[src/wdt_pkg.sv]
// Shared constants for the I/O-read watchdog and its host-side controller.
// Assumes one 50 MHz system clock shared by both ends.
package wdt_pkg;

  // ----------------------------------------------------------------
  // Clock and timing
  // ----------------------------------------------------------------
  localparam int unsigned CLK_HZ          = 50_000_000;
  localparam int unsigned MS_PER_S        = 1000;
  localparam int unsigned TICK_TIME_MS    = 1000;
  localparam int unsigned TICK_CYCLES     = CLK_HZ / MS_PER_S * TICK_TIME_MS;
  localparam int unsigned OUT_HOLD_CYCLES = 16;
  localparam int unsigned SYNC_STAGES     = 2;

  // ----------------------------------------------------------------
  // I/O port map
  // ----------------------------------------------------------------
  localparam int unsigned IO_ADDR_W        = 16;
  localparam int unsigned IO_DATA_W        = 8;
  localparam logic [15:0] ENABLE_PORT_ADDR = 16'h0443;
  localparam logic [15:0] DISABLE_PORT_ADDR = 16'h0043;
  localparam logic [7:0]  IO_READ_VALUE    = 8'h00;

  // ----------------------------------------------------------------
  // Timeout period jumper: bit3 pins 1-2 ... bit0 pins 7-8, 1 = closed
  // ----------------------------------------------------------------
  localparam int unsigned PER_JMP_W = 4;
  localparam logic [3:0]  PER_SEL_1S   = 4'h2;
  localparam logic [3:0]  PER_SEL_2S   = 4'h3;
  localparam logic [3:0]  PER_SEL_10S  = 4'h4;
  localparam logic [3:0]  PER_SEL_20S  = 4'h5;
  localparam logic [3:0]  PER_SEL_110S = 4'h8;
  localparam logic [3:0]  PER_SEL_220S = 4'h9;

  // Periods in seconds
  localparam int unsigned PERIOD_W    = 8;
  localparam logic [7:0]  PERIOD_1S   = 8'h01;
  localparam logic [7:0]  PERIOD_2S   = 8'h02;
  localparam logic [7:0]  PERIOD_10S  = 8'h0A;
  localparam logic [7:0]  PERIOD_20S  = 8'h14;
  localparam logic [7:0]  PERIOD_110S = 8'h6E;
  localparam logic [7:0]  PERIOD_220S = 8'hDC;
  localparam logic [7:0]  SEC_LAST    = 8'h01;

  // ----------------------------------------------------------------
  // Expiry action jumper: bit1 pins 1-2, bit0 pins 2-3, 1 = closed
  // ----------------------------------------------------------------
  localparam int unsigned ACT_JMP_W = 2;
  localparam logic [1:0]  ACT_RESET = 2'h1;
  localparam logic [1:0]  ACT_NMI   = 2'h2;

  // ----------------------------------------------------------------
  // Host controller registers
  // ----------------------------------------------------------------
  localparam int unsigned REG_DEC_W      = 8;
  localparam logic [7:0]  REG_CMD        = 8'h00;
  localparam logic [7:0]  REG_STATUS     = 8'h04;
  localparam logic [7:0]  REG_IRQ_STATUS = 8'h08;
  localparam logic [7:0]  REG_IRQ_MASK   = 8'h0C;
  localparam logic [7:0]  REG_READ_DATA  = 8'h10;
  localparam int unsigned CMD_ENABLE_BIT  = 0;
  localparam int unsigned CMD_DISABLE_BIT = 1;
  localparam int unsigned ST_BUSY_BIT     = 0;
  localparam int unsigned ST_NMI_BIT      = 1;
  localparam int unsigned ST_RESET_BIT    = 2;
  localparam int unsigned IRQ_W           = 3;
  localparam int unsigned IRQ_DONE_BIT    = 0;
  localparam int unsigned IRQ_NMI_BIT     = 1;
  localparam int unsigned IRQ_RESET_BIT   = 2;
  localparam int unsigned HTRANS_ACT_BIT  = 1;
  localparam logic [31:0] WORD_ZERO       = 32'h0000_0000;

endpackage

[src/wdt_io_if.sv]
// I/O read bus between the host controller and the watchdog.
// Assumes both ends run on the same clock; no clocking block.
`timescale 1ns/1ps
`default_nettype none
interface wdt_io_if;
  logic [wdt_pkg::IO_ADDR_W-1:0] io_addr;
  logic                          io_rd;
  logic [wdt_pkg::IO_DATA_W-1:0] io_rdata;
  logic                          io_ack;
  logic                          wdt_nmi;
  logic                          wdt_sys_reset;

  modport device (
    input  io_addr,
    input  io_rd,
    output io_rdata,
    output io_ack,
    output wdt_nmi,
    output wdt_sys_reset
  );

  modport host (
    output io_addr,
    output io_rd,
    input  io_rdata,
    input  io_ack,
    input  wdt_nmi,
    input  wdt_sys_reset
  );
endinterface
`default_nettype wire

[src/wdt_sync2.sv]
// Two-stage synchroniser, one chain per bit.
// Assumes asynchronous level inputs such as jumpers.
`timescale 1ns/1ps
`default_nettype none
module wdt_sync2
#(
  parameter int unsigned W = 1
)
(
  // Clock and reset
  input  wire logic         hclk,
  input  wire logic         hresetn,
  input  wire logic         clk_en,
  // Data
  input  wire logic [W-1:0] d,
  output var  logic [W-1:0] q
);

  logic [W-1:0] s1_ff;
  logic [W-1:0] s2_ff;

  for (genvar i = 0; i < W; i++)
  begin : g_bit
    always_ff @(posedge hclk or negedge hresetn)
    begin
      if (!hresetn)
      begin
        s1_ff[i] <= 1'b0;
        s2_ff[i] <= 1'b0;
      end
      else if (clk_en)
      begin
        s1_ff[i] <= d[i];
        s2_ff[i] <= s1_ff[i];
      end
    end
  end

  assign q = s2_ff;

endmodule
`default_nettype wire

[src/watchdog_unit.sv]
// Watchdog countdown driven by host I/O reads of two ports.
// Assumes the host I/O bus shares hclk; jumpers are asynchronous pins.
//
// Contract
// RQ1: Read of enable port starts countdown
// RQ2: Further enable reads refresh running countdown
// RQ3: Read of disable port stops countdown
// RQ4: Expiry resets CPU or raises NMI
// RQ5: Software refreshes within the selected period
// RQ6: Software refreshes within seventy percent period
// RQ7: Software disables before application exits
// RQ8: Period jumper selects six periods
// RQ9: Action jumper: reset, NMI, or off
// RQ10: Each enable read reloads full period
//
// Implementation choice: register access over AHB-Lite.
`timescale 1ns/1ps
`default_nettype none
module watchdog_unit
  import wdt_pkg::*;
#(
  parameter int unsigned TICK_CYCLES_P = TICK_CYCLES,
  parameter int unsigned HOLD_CYCLES_P = OUT_HOLD_CYCLES
)
(
  // Clock and reset
  input  wire logic                 hclk,
  input  wire logic                 hresetn,
  input  wire logic                 clk_en,
  // Host I/O bus
  wdt_io_if.device                  io,
  // Jumpers
  input  wire logic [PER_JMP_W-1:0] timeout_period_jumper,
  input  wire logic [ACT_JMP_W-1:0] expiry_action_jumper,
  // Status
  output var  logic                 wdt_running
);

  // ----------------------------------------------------------------
  // Local widths
  // ----------------------------------------------------------------
  localparam int unsigned TICK_W = $clog2(TICK_CYCLES_P + 1);
  localparam int unsigned HOLD_W = $clog2(HOLD_CYCLES_P + 1);
  localparam logic [TICK_W-1:0] TICK_LAST = TICK_W'(TICK_CYCLES_P - 1);
  localparam logic [HOLD_W-1:0] HOLD_LAST = HOLD_W'(HOLD_CYCLES_P - 1);

  typedef enum logic [1:0] {st_idle, st_run, st_fire} wdt_state_t;

  // ----------------------------------------------------------------
  // Declarations
  // ----------------------------------------------------------------
  wdt_state_t            state_ff;
  wdt_state_t            nxt_state;
  logic [PERIOD_W-1:0]   sec_ff;
  logic [PERIOD_W-1:0]   nxt_sec;
  logic [TICK_W-1:0]     tick_cnt_ff;
  logic [TICK_W-1:0]     nxt_tick_cnt;
  logic [HOLD_W-1:0]     hold_ff;
  logic [HOLD_W-1:0]     nxt_hold;
  logic                  nmi_ff;
  logic                  nxt_nmi;
  logic                  sys_reset_ff;
  logic                  nxt_sys_reset;
  logic                  ack_ff;
  logic [IO_DATA_W-1:0]  rdata_ff;
  logic                  running_ff;
  logic [PER_JMP_W-1:0]  per_q;
  logic [ACT_JMP_W-1:0]  act_q;
  logic [PERIOD_W-1:0]   period_sec;
  wire                   hit_enable;
  wire                   hit_disable;
  wire                   act_reset;
  wire                   act_nmi;
  wire                   act_off;
  wire                   reload;
  wire                   stop;
  wire                   tick;
  wire                   expire;

  // ----------------------------------------------------------------
  // Jumper synchronisers
  // ----------------------------------------------------------------
  wdt_sync2 #(
    .W (PER_JMP_W)
  ) u_per_sync (
    .hclk    (hclk),
    .hresetn (hresetn),
    .clk_en  (clk_en),
    .d       (timeout_period_jumper),
    .q       (per_q)
  );

  wdt_sync2 #(
    .W (ACT_JMP_W)
  ) u_act_sync (
    .hclk    (hclk),
    .hresetn (hresetn),
    .clk_en  (clk_en),
    .d       (expiry_action_jumper),
    .q       (act_q)
  );

  // ----------------------------------------------------------------
  // Period decode, longest period for unlisted settings
  // ----------------------------------------------------------------
  always_comb
  begin
    unique case (per_q)
      PER_SEL_1S:   period_sec = PERIOD_1S; // RQ8
      PER_SEL_2S:   period_sec = PERIOD_2S;
      PER_SEL_10S:  period_sec = PERIOD_10S;
      PER_SEL_20S:  period_sec = PERIOD_20S;
      PER_SEL_110S: period_sec = PERIOD_110S;
      PER_SEL_220S: period_sec = PERIOD_220S;
      default:      period_sec = PERIOD_220S;
    endcase
  end

  // ----------------------------------------------------------------
  // Decode
  // ----------------------------------------------------------------
  assign hit_enable  = io.io_rd && (io.io_addr == ENABLE_PORT_ADDR);
  assign hit_disable = io.io_rd && (io.io_addr == DISABLE_PORT_ADDR);
  assign act_reset   = (act_q == ACT_RESET); // RQ9
  assign act_nmi     = (act_q == ACT_NMI); // RQ9
  assign act_off     = !(act_reset || act_nmi); // RQ9
  assign reload      = hit_enable && !act_off && (state_ff != st_fire); // RQ1 RQ2 RQ10
  assign stop        = (state_ff == st_run) && (hit_disable || act_off); // RQ3
  assign tick        = (state_ff == st_run) && (tick_cnt_ff == TICK_LAST);
  assign expire      = tick && (sec_ff == SEC_LAST);

  // ----------------------------------------------------------------
  // Countdown state machine
  // ----------------------------------------------------------------
  always_comb
  begin
    nxt_state    = state_ff;
    nxt_sec      = sec_ff;
    nxt_tick_cnt = tick_cnt_ff;
    nxt_hold     = hold_ff;
    unique case (state_ff)
      st_idle:
      begin
        if (reload)
        begin
          nxt_state    = st_run; // RQ1
          nxt_sec      = period_sec;
          nxt_tick_cnt = '0;
        end
      end
      st_run:
      begin
        if (stop)
        begin
          nxt_state = st_idle; // RQ3
        end
        else if (reload)
        begin
          nxt_sec      = period_sec; // RQ10
          nxt_tick_cnt = '0; // RQ2
        end
        else if (expire)
        begin
          nxt_state = st_fire; // RQ4
          nxt_hold  = HOLD_LAST;
        end
        else if (tick)
        begin
          nxt_sec      = sec_ff - 1'b1;
          nxt_tick_cnt = '0;
        end
        else
        begin
          nxt_tick_cnt = tick_cnt_ff + 1'b1;
        end
      end
      st_fire:
      begin
        if (hold_ff == '0)
        begin
          nxt_state = st_idle;
        end
        else
        begin
          nxt_hold = hold_ff - 1'b1;
        end
      end
    endcase
  end

  // Expiry action latched on entry to the fire state
  assign nxt_nmi       = (nxt_state == st_fire) && ((state_ff == st_fire) ? nmi_ff : act_nmi); // RQ4
  assign nxt_sys_reset = (nxt_state == st_fire) && ((state_ff == st_fire) ? sys_reset_ff : act_reset); // RQ4

  // ----------------------------------------------------------------
  // Registers
  // ----------------------------------------------------------------
  always_ff @(posedge hclk or negedge hresetn)
  begin
    if (!hresetn)
    begin
      state_ff    <= st_idle;
      sec_ff      <= '0;
      tick_cnt_ff <= '0;
      hold_ff     <= '0;
    end
    else if (clk_en)
    begin
      state_ff    <= nxt_state;
      sec_ff      <= nxt_sec;
      tick_cnt_ff <= nxt_tick_cnt;
      hold_ff     <= nxt_hold;
    end
  end

  always_ff @(posedge hclk or negedge hresetn)
  begin
    if (!hresetn)
    begin
      nmi_ff       <= 1'b0;
      sys_reset_ff <= 1'b0;
      running_ff   <= 1'b0;
    end
    else if (clk_en)
    begin
      nmi_ff       <= nxt_nmi;
      sys_reset_ff <= nxt_sys_reset;
      running_ff   <= (nxt_state == st_run);
    end
  end

  // ----------------------------------------------------------------
  // I/O read answer, value has no meaning
  // ----------------------------------------------------------------
  always_ff @(posedge hclk or negedge hresetn)
  begin
    if (!hresetn)
    begin
      ack_ff   <= 1'b0;
      rdata_ff <= IO_READ_VALUE;
    end
    else if (clk_en)
    begin
      ack_ff   <= hit_enable || hit_disable;
      rdata_ff <= IO_READ_VALUE; // RQ1
    end
  end

  // ----------------------------------------------------------------
  // Outputs
  // ----------------------------------------------------------------
  assign io.io_ack        = ack_ff;
  assign io.io_rdata      = rdata_ff;
  assign io.wdt_nmi       = nmi_ff;
  assign io.wdt_sys_reset = sys_reset_ff;
  assign wdt_running      = running_ff;

endmodule
`default_nettype wire

[src/flat_wrapper.sv]
// flat-port wrapper written by rule: the top's interface ports become plain ports
module watchdog_unit_flat import wdt_pkg::*;
#(
  parameter int unsigned TICK_CYCLES_P = TICK_CYCLES,
  parameter int unsigned HOLD_CYCLES_P = OUT_HOLD_CYCLES
)
  (hclk, hresetn, clk_en, timeout_period_jumper, expiry_action_jumper, wdt_running, io_io_addr, io_io_rd, io_io_rdata, io_io_ack, io_wdt_nmi, io_wdt_sys_reset);
  wdt_io_if io_i ();
  input  wire logic hclk;
  input  wire logic hresetn;
  input  wire logic clk_en;
  input  wire logic [PER_JMP_W-1:0] timeout_period_jumper;
  input  wire logic [ACT_JMP_W-1:0] expiry_action_jumper;
  output var  logic wdt_running;
  input wire logic [$bits(io_i.io_addr)-1:0] io_io_addr;
  input wire logic [$bits(io_i.io_rd)-1:0] io_io_rd;
  output wire logic [$bits(io_i.io_rdata)-1:0] io_io_rdata;
  output wire logic [$bits(io_i.io_ack)-1:0] io_io_ack;
  output wire logic [$bits(io_i.wdt_nmi)-1:0] io_wdt_nmi;
  output wire logic [$bits(io_i.wdt_sys_reset)-1:0] io_wdt_sys_reset;
  assign io_i.io_addr = io_io_addr;
  assign io_i.io_rd = io_io_rd;
  assign io_io_rdata = io_i.io_rdata;
  assign io_io_ack = io_i.io_ack;
  assign io_wdt_nmi = io_i.wdt_nmi;
  assign io_wdt_sys_reset = io_i.wdt_sys_reset;
  watchdog_unit #(.TICK_CYCLES_P(TICK_CYCLES_P), .HOLD_CYCLES_P(HOLD_CYCLES_P)) u_core (.hclk(hclk), .hresetn(hresetn), .clk_en(clk_en), .io(io_i), .timeout_period_jumper(timeout_period_jumper), .expiry_action_jumper(expiry_action_jumper), .wdt_running(wdt_running));
endmodule
[config.mk]
export PLATFORM = sky130hd
export DESIGN_NAME = watchdog_unit_flat
export DESIGN_NICKNAME = d
export VERILOG_FILES = /design/src/wdt_pkg.sv /design/src/wdt_io_if.sv /design/src/wdt_sync2.sv /design/src/watchdog_unit.sv /design/src/flat_wrapper.sv
export SDC_FILE = /design/constraint.sdc
export NUM_CORES = 1
export LEC_CHECK = 0
export BUFFER_PORTS_ARGS = -buffer_cell sky130_fd_sc_hd__buf_4
export CAP_MARGIN = 15
export CELL_PAD_IN_SITES_DETAIL_PLACEMENT = 0
export CELL_PAD_IN_SITES_GLOBAL_PLACEMENT = 1
export CORE_UTILIZATION = 45
export DETAILED_ROUTE_END_ITERATION = 8
export PLACE_DENSITY_LB_ADDON = 0.1
export SKIP_CTS_REPAIR_TIMING = 1
export SYNTH_ARGS = -nofsm -noshare
export SYNTH_HDL_FRONTEND = slang
export SYNTH_SLANG_ARGS = --single-unit
[constraint.sdc]
create_clock -name hclk -period 2.84 [get_ports hclk]
set_input_delay 0 -clock hclk [delete_from_list [all_inputs] [get_ports hclk]]
set_output_delay 0 -clock hclk [all_outputs]
set_load 0.005 [all_outputs]
==> After elaboration in Yosys (flattened, before gate mapping) <==
Index checks and enable logic that the tools add are counted.
{ "totals": {"memories": 0, "ram_bits": 0, "rom_bits": 0, "regBits": 57, "in_bits": 26, "latch_bits": 0} }
{ "op_classes": {"n_mux": 26, "eq_ne": 23, "add_sub_neg": 3, "mul": 0, "magnitude_cmp": 0, "bitwise": 0, "div": 0, "n_reduce_logical": 20, "shifts": 0} }
{ "ops": {"columns": ["op", "count"], "rows": [
  ["$mux 26", 5],
  ["$pmux 26 s2", 1],
  ["$mux 8", 5],
  ["$pmux 8 s5", 1],
  ["$add 26x1->26 const B", 1],
  ["$eq 26x26->1 const B", 1],
  ["$mux 5", 4],
  ["$eq 16x11->1 const B", 1],
  ["$eq 16x7->1 const B", 1],
  ["$pmux 8 s2", 1],
  ["$reduce_and 6->1", 2],
  ["$mux 2", 5],
  ["$pmux 5 s2", 1],
  ["$logic_and 1x1->1", 9],
  ["$eq 4x2->1 const B", 2],
  ["$eq 4x3->1 const B", 2],
  ["$eq 8x1->1 const B", 1],
  ["$ne 2x2->1 const B", 4],
  ["$sub 8x1->8 const B", 1],
  ["$eq 2x1->1 const B", 3],
  ["$eq 2x2->1 const B", 3],
  ["$pmux 2 s3", 1],
  ["$logic_not 5->1", 1],
  ["$reduce_and 5->1", 1],
  ["10 further kinds", 15]
]} }

==> Longest topological paths before layout <==
{ "depth": {"word_depth": 9, "mapped_depth": 11, "ltp_nobuf": 9} }

==> Modules after synthesis <==
From an unflattened synthesis, not the netlist that was laid out.
{ "unflattened": {"cells_unflattened": 375, "hier_area_um2": 3482.1} }
{ "by_module_without_submodules": {"columns": ["module", "n_inst", "cells_each", "area_per_inst_um2", "seq_area_each_um2"], "rows": [
  ["watchdog_unit", 1, 350, 3005.4, 1126.1],
  ["wdt_sync2 at u_core.u_per_sync", 1, 17, 331.6, 200.2],
  ["wdt_sync2 at u_core.u_act_sync", 1, 8, 145.1, 100.1]
]} }

==> Worst setup path before layout <==
OpenSTA, ideal clock, no wires.
{ "synth_path": {"path_type": "reg2reg", "from": "register u_core.tick_cnt_ff[0]", "to": "register u_core.hold_ff[2]", "t_arrival_ps": 2224, "setup_ps": 121, "setup_slack_ps": 495, "path_stages_with_launch": 10, "path_cell_list": "dfrtp_1 ha_1 and3_1 nand4_2 or3_4 o41ai_1 and4_1 buf_4 a31oi_1 o22a_1"} }
{ "synth_via": {"elab_chain_cells": 5} }
{ "synth_rtl": {"columns": ["item", "line_no", "text"], "rows": [
  ["start: declaration", "watchdog_unit.sv:56", "logic [TICK_W-1:0] tick_cnt_ff;"],
  ["start signal: assignment", "watchdog_unit.sv:211", "tick_cnt_ff <= nxt_tick_cnt;"],
  ["$eq 26x26->1", "watchdog_unit.sv:129", "assign tick = (state_ff == st_run) && (tick_cnt_ff == TICK_LAST);"],
  ["$logic_and 1x1->1", "watchdog_unit.sv:129", null],
  ["$logic_and 1x1->1", "watchdog_unit.sv:130", "assign expire = tick && (sec_ff == SEC_LAST);"],
  ["$ne 2x1->1 (no line)", null, null],
  ["$reduce_and 6->1 (no line)", null, null],
  ["end signal: assignment", "watchdog_unit.sv:212", "hold_ff <= nxt_hold;"],
  ["end: declaration", "watchdog_unit.sv:58", "logic [HOLD_W-1:0] hold_ff;"]
]} }
No other way between the ends.
A chain may end at the register's enable or synchronous reset.

==> Final worst setup path <==
{ "layout_path": {"from": "register u_core.tick_cnt_ff[0]", "to": "register u_core.tick_cnt_ff[25]"} }
{ "layout_via": {"elab_chain_cells": 7} }
{ "layout_rtl": {"columns": ["item"], "rows": [
  ["branches (longest 7 deep; another with $add 26x1->26)"]
]} }
Several ways; the timed one is not identified. The select of a mux whose other input is x is not followed.

==> reports/results.ini <==
[outcome]
status=complete, no violations

[worst_setup_path]
cp.depth=9
worstSetupPathType=reg -> reg
startpoint=u_core.tick_cnt_ff[0]
path_max_fanout=25
reg2reg_slack_ns=0.27
cp.required_ns=3.06
cp.arrival_ns=2.78
r2r_start=u_core.tick_cnt_ff[0]
crit_end=u_core.tick_cnt_ff[25]
r2r_cells=9
cp-end-kind=register
cp_top_family=simple AND/OR/NAND/NOR gates
crit_chain=ha_1 > and3_1 > nand4_2 > nor3_2 > nand3_1 > nand4b_4 > nand2b_1 > buf_4 > o311ai_0
critPathMaxStageDelay_ns=0.39
worst_setup_path_start_kind=register
reg2reg_to=u_core.tick_cnt_ff[25]
crit_buf_inv=1
slowest_stage=dfrtp_1

[synthesis]
syn_area_per_cell_um2=9.025
synth_seq_area_share_pct=42.60
synthAdderAreaFrac_pct=3.363
synth_compound_area_share_pct=21.79
synth-simple-area-share_pct=22.12
ys_types=55
synth_xor_area_share_pct=0.2616
ys_async_sr_fraction_pct=100.0
synth_warnings=0
synth.mux.area_fraction_pct=3.326
synth_seq_cells=57
synth_cells=371
ys.flop_type=dfrtp_1
syn-cell-area_um2=3348
synth_top_family_by_area=simple AND/OR/NAND/NOR gates
synth_edf_count=0

[route]
drt_iter0_drc=187
dr.pass1.iters=4
num_vias=2864
routed_via_density=5.572
ant_nets=0
drc_errors=0
post_drt_wl_per_cell_um=14.33
routed_wl_um=7365

[global_route]
grt_max_degree=58
grt_usage_pct=20.48
grt_pass1_vias=2568
antenna_found_initial=0
grt_first_pass_wirelength_um=12250
overflow=0

[timing]
fin_worst_skew_ns=0.008194
finalHoldViolations=0
worst_pin_slew_ns=0.7259
report.final.setup_viol=0
fmax_mhz=389.5
post-route-period-util_pct=90.40
setup_tns_ns=0
fin_crit_ns=2.567
slew_headroom_pct=51.60
rsz0062_at_grt=false
slew_viol_final=0

[power]
combPwrFrac_pct=20.6
p_per_area_nw_per_um2=603.9
p_int_mw=1.674
finalPower_mw=2.389
p_seq_share_pct=42.4
irDropWorstVdd_uv=471.0
p_leak_nw=1.692
power_switching_mw=0.7152
clockPowerShare_pct=37.0
switching_share_pct=29.94

[cells_and_area]
multi_input_area_um2=1743
drive_above_1_share_pct=17.83
n_fill_cell=660
ff_latch_area_um2=1426
area_growth_pct=18.16
antenna-diode-count=0
finalInstanceArea_um2=3956
layout.nets=445

[floorplanning]
core_region_area_um2=7214
die_y_um=88.26
die_area_um2=7790
core.rowCount=31
ios=38
start_util_pct=46.41
die_w_um=88.26

[placement]
io_buffers=29
dpl_cell_area_um2=3647
hpwlAfterDp_um=4937
routabilityCongestion=0.8051

[cts]
cts_tree=yes
clk_pin_slew_ns=0.07
htreeDepth=3
clk_latency_ns=0.35
numCtsBuffers=9
cts_buffer_depth=2
cts.sinks=57
cts_root_buffer=clkbuf_8

[worst_hold_path]
hold_path_class=in -> reg
min_from=clk_en

[run]
maxCapViolCount=0

[per-layer routing]
| metal | GRT usage (%) | wire length, um | up-vias |
|---|---|---|---|
| met5 | 0 | 0 | - |
| met4 | 8.358 | 129 | 0 |
| met3 | 4.478 | 179 | 10 |
| met2 | 31.05 | 3355 | 38 |
| met1 | 28.47 | 3700 | 1395 |
| li1 | - | - | 1421 |
[worst min-delay path by stage]
stage,to,slack (ns),cells after the start
2_1_floorplan,u_core.hold_ff[0],-0.30,0
3_3_place_gp,u_core.hold_ff[4],0.12,1
3_5_place_dp,u_core.hold_ff[4],0.11,1
4_1_cts,u_core.hold_ff[4],-0.25,1
5_1_grt,u_core.io.io_ack,0.06,2
6_report,u_core.io.io_ack,0.05,2
[synth_stat cells (8+ instances only)]
library cell / n / area (um2)
dfrtp_1: 57 / 1426
o21ai_0: 43 / 215.2
nor2_1: 31 / 116.4
nand2_1: 24 / 90.09
inv_1: 19 / 71.32
o31ai_1: 19 / 142.6
a21oi_1: 18 / 90.09
nand3_1: 18 / 90.09
clkbuf_1: 11 / 41.29
and2_1: 9 / 56.30
buf_4: 9 / 67.56
ha_1: 9 / 112.6
mux2_2: 9 / 101.4
nor3_1: 8 / 40.04
[cell type report]
type | instances | share of cell area (%)
multi-input combinational | 277 | 44.05
inverter | 19 | 1.803
clock buffer | 11 | 3.827
clock inverter | 5 | 1.961
tap | 99 | 3.131
timing repair buffer | 46 | 9.171
sequential | 57 | 36.05
[flip-flops by register name, indices dropped and copies added (netlist names)]
register,flops
u_core.u_act_sync.q,2
u_core.hold_ff,5
u_core.wdt_running,1
u_core.u_act_sync.s1_ff,2
u_core.io.wdt_nmi,1
u_core.u_per_sync.s1_ff,4
u_core.u_per_sync.q,4
u_core.state_ff,2
u_core.io.wdt_sys_reset,1
u_core.io.io_ack,1
u_core.tick_cnt_ff,26
u_core.sec_ff,8
[kinds of logic after synthesis]
family	Yosys count
AND/OR/NAND/NOR	134
flip-flops	57
buffers and inverters	44
XOR/XNOR	1
AO/OA/AOI/OAI	115
other	1
adder cells (fa/ha/maj)	9
multiplexers	10
[worst reg2reg max path, stage by stage (launching register included)]
cell,delay (ns)
dfrtp_1,0.39
ha_1,0.23
and3_1,0.23
nand4_2,0.20
nor3_2,0.35
nand3_1,0.19
nand4b_4,0.24
nand2b_1,0.14
buf_4,0.30
o311ai_0,0.18
[power by group through the flow]
stage	logic [mW]	registers [mW]	clock network (mW)
final	0.492	1.01	0.885
after global routing	0.565	1.03	0.938
after CTS	0.482	1.01	0.901
after detailed placement	0.480	1.03	0
after global placement	0.479	1.03	0
after floorplan	0.358	1.00	0
[stage by stage]
stage	utilization [%]	hold WS [ns]	setup WS, ns	instances
6_report	54.84	0.04815	0.2728	514
4_1_cts	53.73	-0.2527	0.1602	507
5_1_grt	54.84	0.05670	0.01568	514
3_5_place_dp	50.56	0.1118	0.1846	491
2_1_floorplan	-	-0.2956	0.4945	378
3_3_place_gp	50.56	0.1174	0.2362	491
[placed cells by master (no fill, tap or decap), types with 3 or more instances in the layout]
| cell type | netlist | layout |
|---|---|---|
| o21ai_0 | 43 | 43 |
| inv_1 | 19 | 19 |
| clkbuf_8 | 0 | 11 |
| o31ai_1 | 19 | 19 |
| dlygate4sd3_1 | 0 | 7 |
| nor3b_1 | 3 | 3 |
| and2_1 | 9 | 9 |
| dfrtp_1 | 57 | 57 |
| conb_1 | 1 | 8 |
| ha_1 | 9 | 9 |
| nor3_1 | 8 | 8 |
| nor2_1 | 31 | 31 |
| nand2_1 | 24 | 24 |
| buf_4 | 9 | 39 |
| nand3_1 | 18 | 18 |
| mux2_2 | 9 | 9 |
| and3_1 | 5 | 5 |
| o41ai_1 | 5 | 4 |
| nor4_1 | 3 | 3 |
| o22ai_1 | 3 | 3 |
| and4_1 | 4 | 3 |
| o22a_1 | 5 | 5 |
| nand4_1 | 5 | 5 |
| a31oi_1 | 7 | 7 |
| a21oi_1 | 18 | 18 |
| nand2b_1 | 6 | 6 |
| o21a_1 | 3 | 3 |
Power figures use the tool's default switching activity.
